## src/timer_regs.svh

```systemverilog
// Register offsets, field positions and reset values of the basic timer.
// Assumes a 32-bit register bus with byte addresses and one word per register.
// Notes on behaviour
// - Reads of 8, 16 or 32 bits all return correct register contents.
// - Eight registers decoded at their offsets, all resetting to zero.
// - Control bit 7 set buffers the reload value until an update event.
// - Control bit 3 set clears counter enable at the next update event.
// - Control bit 2 set lets only overflow raise the update flag.
// - Update disable clear: overflow or software update loads the buffered values.
// - Update disable set: no update, shadows held, software update still restarts counting.
// - Control bit 0 enables counting; gating needs it already set.
// - A trigger input may set counter enable without a software write.
// - Control bits 31..8 and 6..4 are reserved and read as zero.
// - Counter counts zero to active reload value, wraps and signals overflow.
// - Internal count enable follows counter enable one clock later.
// - Update event reloads prescaler and reload shadows; it sets the flag except for non-overflow updates with control bit 2 set.
`ifndef TIMER_REGS_SVH
`define TIMER_REGS_SVH

`define OFS_CTRL_ONE 6'h00
`define OFS_CTRL_TWO 6'h04
`define OFS_IRQ_DMA 6'h0c
`define OFS_STATUS 6'h10
`define OFS_EVENT 6'h14
`define OFS_COUNTER 6'h24
`define OFS_PRESCALER 6'h28
`define OFS_RELOAD 6'h2c

`define RESET_WORD 32'h0000_0000

`define CR1_BUF 7
`define CR1_SINGLE 3
`define CR1_SRC 2
`define CR1_UPDATE_DISABLE 1
`define CR1_CEN 0
`define CR1_RSV_HI 31
`define CR1_RSV_LO 8
`define CR1_RSV_MID_HI 6
`define CR1_RSV_MID_LO 4
`define CR2_MMS_HI 6
`define CR2_MMS_LO 4
`define IE_UPDATE 0
`define IE_DMA 8
`define SR_UPDATE 0
`define EG_UPDATE 0

`define STRB_WORD 4'hf
`define STRB_LOW 4'h3
`define STRB_HIGH 4'hc

`endif

```

## src/timer_pkg.sv

```systemverilog
// Types shared by the timer modules.
// Assumes the bus side uses the response codes of AXI4-Lite.
package timer_pkg;
	typedef enum logic [1:0] {
		RESP_OKAY = 2'h0,
		RESP_SLVERR = 2'h2
	} axi_resp_t;

	typedef struct packed {
		logic reload_buffer_enable;
		logic single_shot_select;
		logic update_source_select;
		logic update_disable;
		logic counter_enable_bit;
	} ctrl_one_t;
endpackage : timer_pkg

```

## src/timer_if.sv

```systemverilog
// Link between the register side and the time-base core.
// Assumes both ends share one clock.
`timescale 1ns/1ps
interface timer_if #(parameter int PSC_W = 16);
	logic count_en;
	logic buffer_en;
	logic update_load;
	logic reinit;
	logic cnt_wr;
	logic [31:0] cnt_wdata;
	logic [PSC_W-1:0] psc_pre;
	logic [31:0] arr_pre;
	logic [31:0] cnt;
	logic overflow;

	modport ctrl (output count_en, buffer_en, update_load, reinit, cnt_wr, cnt_wdata,
		psc_pre, arr_pre, input cnt, overflow);
	modport core (input count_en, buffer_en, update_load, reinit, cnt_wr, cnt_wdata,
		psc_pre, arr_pre, output cnt, overflow);
endinterface : timer_if

```

## src/timer_core.sv

```systemverilog
// Prescaler, up counter and shadow registers of the timer.
// Assumes the register side decides update events from the overflow it sees.
`timescale 1ns/1ps
`include "timer_regs.svh"
module timer_core #(parameter int PSC_W = 16) (
	input wire logic clk,
	input wire logic arst_n,
	timer_if.core tif
);
	logic [PSC_W-1:0] psc_cnt_q;
	logic [PSC_W-1:0] psc_shadow_q;
	logic [31:0] arr_shadow_q;
	logic [31:0] cnt_q;
	logic [31:0] arr_active;
	logic tick;
	logic ovf;

	assign arr_active = tif.buffer_en ? arr_shadow_q : tif.arr_pre;
	assign tick = tif.count_en & (psc_cnt_q == psc_shadow_q);
	assign ovf = tick & (cnt_q == arr_active);
	assign tif.overflow = ovf;
	assign tif.cnt = cnt_q;

	always_ff @(posedge clk or negedge arst_n) begin
		if (!arst_n) begin
			psc_cnt_q <= '0;
		end else if (tif.reinit) begin
			psc_cnt_q <= '0;
		end else if (tif.count_en) begin
			psc_cnt_q <= tick ? '0 : psc_cnt_q + PSC_W'(1);
		end
	end

	always_ff @(posedge clk or negedge arst_n) begin
		if (!arst_n) begin
			cnt_q <= `RESET_WORD;
		end else if (tif.cnt_wr) begin
			cnt_q <= tif.cnt_wdata;
		end else if (tif.reinit || ovf) begin
			cnt_q <= `RESET_WORD;
		end else if (tick) begin
			cnt_q <= cnt_q + 32'h1;
		end
	end

	always_ff @(posedge clk or negedge arst_n) begin
		if (!arst_n) begin
			psc_shadow_q <= '0;
			arr_shadow_q <= `RESET_WORD;
		end else if (tif.update_load) begin
			psc_shadow_q <= tif.psc_pre;
			arr_shadow_q <= tif.arr_pre;
		end
	end
endmodule : timer_core

```

## src/timer_top.sv

```systemverilog
// Basic timer with an AXI4-Lite register slave.
// Assumes the slave controller inputs are one-cycle pulses synchronous to CLOCK.
//
// Added by the designer: register access over AXI4-Lite.
`timescale 1ns/1ps
`include "timer_regs.svh"
module timer_top import timer_pkg::*; #(
	parameter int ADDR_W = 12,
	parameter int PSC_W = 16
) (
	input wire logic CLOCK,
	input wire logic ARST_N,
	input wire logic [ADDR_W-1:0] AWADDR,
	input wire logic [2:0] AWPROT,
	input wire logic AWVALID,
	output logic AWREADY,
	input wire logic [31:0] WDATA,
	input wire logic [3:0] WSTRB,
	input wire logic WVALID,
	output logic WREADY,
	output logic [1:0] BRESP,
	output logic BVALID,
	input wire logic BREADY,
	input wire logic [ADDR_W-1:0] ARADDR,
	input wire logic [2:0] ARPROT,
	input wire logic ARVALID,
	output logic ARREADY,
	output logic [31:0] RDATA,
	output logic [1:0] RRESP,
	output logic RVALID,
	input wire logic RREADY,
	input wire logic SLAVE_UPDATE,
	input wire logic SLAVE_RESET,
	input wire logic TRIGGER_START,
	input wire logic GATE_OPEN,
	output logic UPDATE_EVENT,
	output logic UPDATE_REQUEST,
	output logic UPDATE_DMA,
	output logic COUNT_ACTIVE
);
	timer_if #(.PSC_W(PSC_W)) tif ();

	// Write channel state
	logic aw_full_q, aw_full_d, aw_ready_q;
	logic w_full_q, w_full_d, w_ready_q;
	logic [ADDR_W-1:0] aw_addr_q;
	logic [31:0] w_data_q;
	logic [3:0] w_strb_q;
	logic bvalid_q;
	axi_resp_t bresp_q;
	logic aw_hs, w_hs, do_write, wr_hit, strb_ok, wr_en;
	logic [5:0] wr_ofs;
	logic [31:0] wr_mask;

	// Read channel state
	logic rvalid_q, rvalid_d, ar_ready_q;
	logic [31:0] rdata_q, rd_data;
	axi_resp_t rresp_q;
	logic ar_hs, rd_hit;

	// Registers
	ctrl_one_t cr1_q, cr1_d;
	logic [2:0] mms_q;
	logic uie_q, ude_q;
	logic uif_q, uif_d;
	logic [PSC_W-1:0] psc_pre_q;
	logic [31:0] arr_pre_q;
	logic internal_count_enable_q;
	logic update_event_q, update_req_q, update_dma_q;

	// Event logic
	logic wr_ctrl1, wr_ctrl2, wr_ie, wr_sr, wr_eg, wr_cnt, wr_psc, wr_arr;
	logic software_update_trigger, sw_update, update_event, uif_set, ovf;

	function automatic logic mapped(input logic [ADDR_W-1:0] a);
		logic [5:0] o;
		o = {a[5:2], 2'h0};
		mapped = (a[ADDR_W-1:6] == '0) && (o == `OFS_CTRL_ONE || o == `OFS_CTRL_TWO
			|| o == `OFS_IRQ_DMA || o == `OFS_STATUS || o == `OFS_EVENT
			|| o == `OFS_COUNTER || o == `OFS_PRESCALER || o == `OFS_RELOAD);
	endfunction : mapped

	function automatic logic [31:0] merge(input logic [31:0] old, input logic [31:0] d,
		input logic [31:0] m);
		merge = (old & ~m) | (d & m);
	endfunction : merge

	assign AWREADY = aw_ready_q;
	assign WREADY = w_ready_q;
	assign BVALID = bvalid_q;
	assign BRESP = bresp_q;
	assign ARREADY = ar_ready_q;
	assign RVALID = rvalid_q;
	assign RDATA = rdata_q;
	assign RRESP = rresp_q;
	assign UPDATE_EVENT = update_event_q;
	assign UPDATE_REQUEST = update_req_q;
	assign UPDATE_DMA = update_dma_q;
	assign COUNT_ACTIVE = internal_count_enable_q;

	assign aw_hs = AWVALID & aw_ready_q;
	assign w_hs = WVALID & w_ready_q;
	assign do_write = aw_full_q & w_full_q & ~bvalid_q;
	assign aw_full_d = (aw_full_q | aw_hs) & ~do_write;
	assign w_full_d = (w_full_q | w_hs) & ~do_write;
	assign wr_ofs = {aw_addr_q[5:2], 2'h0};
	assign wr_hit = mapped(aw_addr_q);
	assign strb_ok = (w_strb_q == `STRB_WORD) || (w_strb_q == `STRB_LOW)
		|| (w_strb_q == `STRB_HIGH);
	assign wr_en = do_write & wr_hit & strb_ok;
	assign wr_mask = {{8{w_strb_q[3]}}, {8{w_strb_q[2]}}, {8{w_strb_q[1]}}, {8{w_strb_q[0]}}};

	assign wr_ctrl1 = wr_en && wr_ofs == `OFS_CTRL_ONE;
	assign wr_ctrl2 = wr_en && wr_ofs == `OFS_CTRL_TWO;
	assign wr_ie = wr_en && wr_ofs == `OFS_IRQ_DMA;
	assign wr_sr = wr_en && wr_ofs == `OFS_STATUS;
	assign wr_eg = wr_en && wr_ofs == `OFS_EVENT;
	assign wr_cnt = wr_en && wr_ofs == `OFS_COUNTER;
	assign wr_psc = wr_en && wr_ofs == `OFS_PRESCALER;
	assign wr_arr = wr_en && wr_ofs == `OFS_RELOAD;

	always_ff @(posedge CLOCK or negedge ARST_N) begin
		if (!ARST_N) begin
			aw_full_q <= 1'b0;
			aw_ready_q <= 1'b0;
			w_full_q <= 1'b0;
			w_ready_q <= 1'b0;
		end else begin
			aw_full_q <= aw_full_d;
			aw_ready_q <= ~aw_full_d;
			w_full_q <= w_full_d;
			w_ready_q <= ~w_full_d;
		end
	end

	always_ff @(posedge CLOCK) begin
		if (aw_hs) begin
			aw_addr_q <= AWADDR;
		end
		if (w_hs) begin
			w_data_q <= WDATA;
			w_strb_q <= WSTRB;
		end
	end

	always_ff @(posedge CLOCK or negedge ARST_N) begin
		if (!ARST_N) begin
			bvalid_q <= 1'b0;
			bresp_q <= RESP_OKAY;
		end else if (do_write) begin
			bvalid_q <= 1'b1;
			bresp_q <= wr_hit ? RESP_OKAY : RESP_SLVERR;
		end else if (BREADY) begin
			bvalid_q <= 1'b0;
		end
	end

	always_comb begin
		rd_data = `RESET_WORD;
		unique case ({ARADDR[5:2], 2'h0})
			`OFS_CTRL_ONE: begin
				rd_data[`CR1_BUF] = cr1_q.reload_buffer_enable;
				rd_data[`CR1_SINGLE] = cr1_q.single_shot_select;
				rd_data[`CR1_SRC] = cr1_q.update_source_select;
				rd_data[`CR1_UPDATE_DISABLE] = cr1_q.update_disable;
				rd_data[`CR1_CEN] = cr1_q.counter_enable_bit;
			end
			`OFS_CTRL_TWO: rd_data[`CR2_MMS_HI:`CR2_MMS_LO] = mms_q;
			`OFS_IRQ_DMA: begin
				rd_data[`IE_UPDATE] = uie_q;
				rd_data[`IE_DMA] = ude_q;
			end
			`OFS_STATUS: rd_data[`SR_UPDATE] = uif_q;
			`OFS_COUNTER: rd_data = tif.cnt;
			`OFS_PRESCALER: rd_data[PSC_W-1:0] = psc_pre_q;
			`OFS_RELOAD: rd_data = arr_pre_q;
			default: rd_data = `RESET_WORD;
		endcase
	end

	assign ar_hs = ARVALID & ar_ready_q;
	assign rd_hit = mapped(ARADDR);
	assign rvalid_d = (rvalid_q & ~RREADY) | ar_hs;

	always_ff @(posedge CLOCK or negedge ARST_N) begin
		if (!ARST_N) begin
			rvalid_q <= 1'b0;
			ar_ready_q <= 1'b0;
			rdata_q <= `RESET_WORD;
			rresp_q <= RESP_OKAY;
		end else begin
			rvalid_q <= rvalid_d;
			ar_ready_q <= ~rvalid_d;
			if (ar_hs) begin
				rdata_q <= rd_hit ? rd_data : `RESET_WORD;
				rresp_q <= rd_hit ? RESP_OKAY : RESP_SLVERR;
			end
		end
	end

	// Update event sources
	assign ovf = tif.overflow;
	assign software_update_trigger = wr_eg & w_strb_q[0] & w_data_q[`EG_UPDATE];
	assign sw_update = software_update_trigger | SLAVE_UPDATE;
	assign update_event = ~cr1_q.update_disable & (ovf | sw_update);
	assign uif_set = update_event & (ovf | ~cr1_q.update_source_select);

	assign tif.reinit = sw_update | SLAVE_RESET;
	assign tif.update_load = update_event;
	assign tif.count_en = internal_count_enable_q & GATE_OPEN;
	assign tif.buffer_en = cr1_q.reload_buffer_enable;
	assign tif.psc_pre = psc_pre_q;
	assign tif.arr_pre = arr_pre_q;
	assign tif.cnt_wr = wr_cnt;
	assign tif.cnt_wdata = merge(tif.cnt, w_data_q, wr_mask);

	always_comb begin
		cr1_d = cr1_q;
		if (update_event && cr1_q.single_shot_select) begin
			cr1_d.counter_enable_bit = 1'b0;
		end
		if (wr_ctrl1 && w_strb_q[0]) begin
			cr1_d.reload_buffer_enable = w_data_q[`CR1_BUF];
			cr1_d.single_shot_select = w_data_q[`CR1_SINGLE];
			cr1_d.update_source_select = w_data_q[`CR1_SRC];
			cr1_d.update_disable = w_data_q[`CR1_UPDATE_DISABLE];
			cr1_d.counter_enable_bit = w_data_q[`CR1_CEN];
		end
		if (TRIGGER_START) begin
			cr1_d.counter_enable_bit = 1'b1;
		end
	end

	always_ff @(posedge CLOCK or negedge ARST_N) begin
		if (!ARST_N) begin
			cr1_q <= '0;
		end else begin
			cr1_q <= cr1_d;
		end
	end

	always_ff @(posedge CLOCK or negedge ARST_N) begin
		if (!ARST_N) begin
			internal_count_enable_q <= 1'b0;
		end else begin
			internal_count_enable_q <= cr1_q.counter_enable_bit;
		end
	end

	always_ff @(posedge CLOCK or negedge ARST_N) begin
		if (!ARST_N) begin
			mms_q <= 3'h0;
			uie_q <= 1'b0;
			ude_q <= 1'b0;
			psc_pre_q <= '0;
			arr_pre_q <= `RESET_WORD;
		end else begin
			if (wr_ctrl2 && w_strb_q[0]) begin
				mms_q <= w_data_q[`CR2_MMS_HI:`CR2_MMS_LO];
			end
			if (wr_ie && w_strb_q[0]) begin
				uie_q <= w_data_q[`IE_UPDATE];
			end
			if (wr_ie && w_strb_q[1]) begin
				ude_q <= w_data_q[`IE_DMA];
			end
			if (wr_psc) begin
				psc_pre_q <= PSC_W'(merge({{(32 - PSC_W){1'b0}}, psc_pre_q}, w_data_q, wr_mask));
			end
			if (wr_arr) begin
				arr_pre_q <= merge(arr_pre_q, w_data_q, wr_mask);
			end
		end
	end

	always_comb begin
		uif_d = uif_q;
		if (wr_sr && w_strb_q[0] && !w_data_q[`SR_UPDATE]) begin
			uif_d = 1'b0;
		end
		if (uif_set) begin
			uif_d = 1'b1;
		end
	end

	always_ff @(posedge CLOCK or negedge ARST_N) begin
		if (!ARST_N) begin
			uif_q <= 1'b0;
			update_event_q <= 1'b0;
			update_req_q <= 1'b0;
			update_dma_q <= 1'b0;
		end else begin
			uif_q <= uif_d;
			update_event_q <= update_event;
			update_req_q <= uif_d & uie_q;
			update_dma_q <= uif_set & ude_q;
		end
	end
	timer_core #(.PSC_W(PSC_W)) u_core (
		.clk(CLOCK),
		.arst_n(ARST_N),
		.tif(tif)
	);
endmodule : timer_top

```

## config.mk

```make
export PLATFORM = sky130hd
export DESIGN_NAME = timer_top
export DESIGN_NICKNAME = d
export VERILOG_FILES = /design/src/timer_pkg.sv /design/src/timer_if.sv /design/src/timer_core.sv /design/src/timer_top.sv
export VERILOG_INCLUDE_DIRS = /design/src
export SDC_FILE = /design/constraint.sdc
export NUM_CORES = 1
export LEC_CHECK = 0
export ABC_AREA = 1
export BUFFER_PORTS_ARGS = -buffer_cell sky130_fd_sc_hd__buf_2
export CAP_MARGIN = 10
export CORE_MARGIN = 3
export CORE_UTILIZATION = 30
export DETAILED_ROUTE_END_ITERATION = 7
export GPL_TIMING_DRIVEN = 0
export SETUP_SLACK_MARGIN = 0.3
export SYNTH_ARGS = -nofsm -noshare
export SYNTH_HDL_FRONTEND = slang
export SYNTH_SLANG_ARGS = --single-unit
```

## constraint.sdc

```tcl
create_clock -name CLOCK -period 2.1 [get_ports CLOCK]
set_clock_uncertainty 0.1 [all_clocks]
set_input_delay 0.42 -clock CLOCK [delete_from_list [all_inputs] [get_ports CLOCK]]
set_output_delay 0.42 -clock CLOCK [all_outputs]
set_load 0.03 [all_outputs]
```

==> impl_metrics.json <==
{
  "p_int_mw": 8.89,
  "cts_buffer_depth": 3,
  "core_area_sq_um": 41100,
  "synthArstFlopShare_pct": 81.3,
  "drt_iter0_drc": 959,
  "overflow": 0,
  "insertion_delay_ps": 570,
  "cts_buffers": 29,
  "cts_root_buffer": "clkbuf_16",
  "synth_edf_count": 46,
  "yosysSeqAreaShare_pct": 50.8,
  "area.growth.synth_to_final_pct": 38.1,
  "dp_cells": 2264,
  "pwr-share-clk_pct": 44.1,
  "cap_violations": 0,
  "detail-route-antenna-nets": 0,
  "power_frac_comb_pct": 12.0,
  "io_buffers": 109,
  "die_x_um": 211,
  "diodes": 0,
  "die_h_um": 211,
  "hpwl_um": 31700,
  "place_congestion": 0.923,
  "cts_tree": "yes",
  "grt_max_degree": 105,
  "cp_max_fo": 6,
  "grt_pass1_wl_um": 65300,
  "synth_top_area_share_pct": 39.8,
  "worst_slack_ps": -551,
  "yosys_warnings": 0,
  "drc_errors": 0,
  "syn_area_sq_um": 12600,
  "ys_top_cells_by_area": "dfrtp_1 40%, nand2_1 18%, edfxtp_1 11%",
  "slew_viol_final": 0,
  "p_seq_share_pct": 43.9,
  "power_density_nw_per_um2": 696,
  "rows": 74,
  "relSlewSlack_pct": 56.6,
  "final_hold_viol_count": 0,
  "syn_avg_cell_area_sq_um": 7.76,
  "cp.required_ps": 2450,
  "switching_share_pct": 26.5,
  "drtPass1Iterations": 7,
  "criticalPathCategory": "reg2reg",
  "final_layout_size_suffix_gt1_share_pct": 25.8,
  "htree_num_levels": 1,
  "crit_arrival_ps": 3000,
  "ys_ff_latch": 246,
  "p_leak_nw": 8.11,
  "wl_per_cell_um": 18.4,
  "rr_worst_depth": 19,
  "critPathLaunchType": "register",
  "tightest_slew_ps": 646,
  "status": "finished with violations",
  "pin_count": 122,
  "max_freq_mhz": 377,
  "end_kind": "register",
  "fin_crit_ps": 2650,
  "switchingPower_mw": 3.21,
  "drt-total-wl_um": 44800,
  "grt_antenna_before_repair": 0,
  "setup_viol": 99,
  "start_util_pct": 30.6,
  "vias": 12100,
  "synth_top_cell_by_area": "dfrtp_1",
  "nets": 1962,
  "ys.flop_type": "dfrtp_1",
  "ir_drop_v": 0.000499,
  "post-route-period-util_pct": 126,
  "die_area_sq_um": 44400,
  "rsz0062_at_grt": "true",
  "stdcell_count": 2438,
  "cts_sinks": 246,
  "via_per_inst": 4.95,
  "grt.total_usage_pct": 18.9,
  "worstHoldPathCells": 5,
  "postSynthCellCount": 1621,
  "violations": "negative setup slack",
  "grt_pass1_vias": 11300,
  "pre_cts_ws_ps": -984,
  "total_power_mw": 12.1,
  "ys_types": 44,
  "r2r_slack_ps": -550,
  "cts.clk_slew.worst_paths_ps": 60,
  "hp-class": "in2reg"
}
timing repair:
item / in CTS / in global routing
buffers inserted: 19 / 33
hold endpoints to repair: 152 / 0
cloned: 4 / 14
endpoints found under the setup margin: 186 / 225
hold buffers: 50 / 0
pin swaps: 18 / 46
gates resized for setup: 116 / 313
path summary, 6_finish.rpt:
kind                                            from                                 end
setup / recovery           tif.buffer_en$_DFFE_PN0P_  u_core.arr_shadow_q[2]$_DFFE_PN0P_
hold / removal                            ARADDR[10]                RDATA[0]$_DFFE_PN0P_
setup reg to reg           tif.buffer_en$_DFFE_PN0P_  u_core.arr_shadow_q[2]$_DFFE_PN0P_
hold reg to reg                 cr1_q[0]$_DFFE_PN0P_              COUNT_ACTIVE$_DFF_PN0_
max in group asynchronous                     ARST_N                    WREADY$_DFF_PN0_
min in group asynchronous                     ARST_N          asynchronous set/reset pin
layer usage:
layer | vias to the layer above | track usage (%) | routed length (um)
met5 | - | 0 | 0
li1 | 5753 | - | -
met4 | 0 | 7.76 | 1830
met3 | 91 | 2.12 | 2930
met2 | 498 | 30.4 | 20900
met1 | 5730 | 26.2 | 19200
cells by family (layout without fill, tap and decap cells):
| family | count (synthesis) | count (layout) | synth area share [%] |
|---|---|---|---|
| other cells | 1 | 2 | 0.0298 |
| simple gates | 889 | 890 | 29.4 |
| fa+ha+maj | 2 | 2 | 0.199 |
| flops | 246 | 246 | 50.8 |
| xor+xnor | 35 | 35 | 2.44 |
| buf+inv | 244 | 527 | 8.02 |
| compound gates | 204 | 204 | 9.18 |
power by group through the flow:
| stage | clock network [mW] | logic, mW | registers (mW) |
|---|---|---|---|
| final | 5.34 | 1.45 | 5.31 |
| after global routing | 5.64 | 1.57 | 5.33 |
| after CTS | 5.45 | 1.19 | 5.31 |
| after detailed placement | 0 | 0.973 | 5.39 |
| after global placement | 0 | 0.953 | 5.38 |
| after floorplan | 0 | 0.481 | 5.40 |
cell usage after synthesis, types with 2 or more instances:
| cell | count |
|---|---|
| nand2_1 | 612 |
| dfrtp_1 | 200 |
| inv_1 | 182 |
| o21ai_0 | 106 |
| nor2_1 | 92 |
| nand3_1 | 91 |
| edfxtp_1 | 46 |
| xor2_1 | 31 |
| clkbuf_1 | 28 |
| nor3_1 | 28 |
| o22ai_1 | 28 |
| nand4_1 | 22 |
| a21oi_1 | 21 |
| o21ai_1 | 20 |
| nand3b_1 | 17 |
| a22o_1 | 16 |
| buf_2 | 15 |
| buf_4 | 9 |
| buf_6 | 5 |
| nor2_2 | 5 |
| inv_2 | 4 |
| nor3b_1 | 4 |
| o2111ai_1 | 4 |
| o21a_1 | 4 |
| xnor2_1 | 4 |
| nand2_2 | 3 |
| or2_2 | 3 |
| and3_1 | 2 |
| ha_1 | 2 |
| nand3_2 | 2 |
| o31ai_1 | 2 |
layout by cell type (no fill, tap or decap), types with 36 or more instances in the layout:
cell and count:
nand2_1 503, dfrtp_1 198, inv_1 169, buf_2 110, nand2_2 93, nand3_1 78
nor2_1 72, o21ai_1 61, dlygate4sd3_1 50, edfxtp_1 46, buf_4 43, o21ai_0 37
clkbuf_16 36
cell type report:
cell class,instances,area (sq um)
Fill cell,4086,23700
Sequential cell,246,6390
Multi-Input combinational cell,1133,6070
Timing Repair Buffer,228,1900
Clock buffer,34,764
Inverter,187,747
Tap cell,532,666
Buffer,57,587
Clock inverter,20,241
Timing Repair inverter,1,7.51
through the flow:
step / hold slack, ps / cell area (sq um) / utilization, % / TNS, ps
6_report: 250 / 17400 / 42.3 / -37050
5_1_grt: 249 / 17400 / 42.3 / -49660
4_1_cts: 278 / 16100 / 39.3 / -34670
3_5_place_dp: 330 / 14000 / 34.0 / -89530
3_3_place_gp: 308 / 13900 / 33.9 / -690620
2_1_floorplan: 24.4 / 12700 / - / 0
critical path: stages (launching register included):
cell	delay [ps]
dfrtp_1	390
buf_8	160
clkinv_8	70
buf_8	110
buf_12	120
nand2_2	50
nand2_1	60
nand2_1	50
nand2_1	80
nand2_2	70
nor2_2	120
nand2_2	90
nor2_4	100
nand3_4	200
nand2_8	200
nand2_8	100
buf_8	170
clkbuf_16	160
nand2_2	50
nand2_1	50
(Power assumes the default switching activity.)
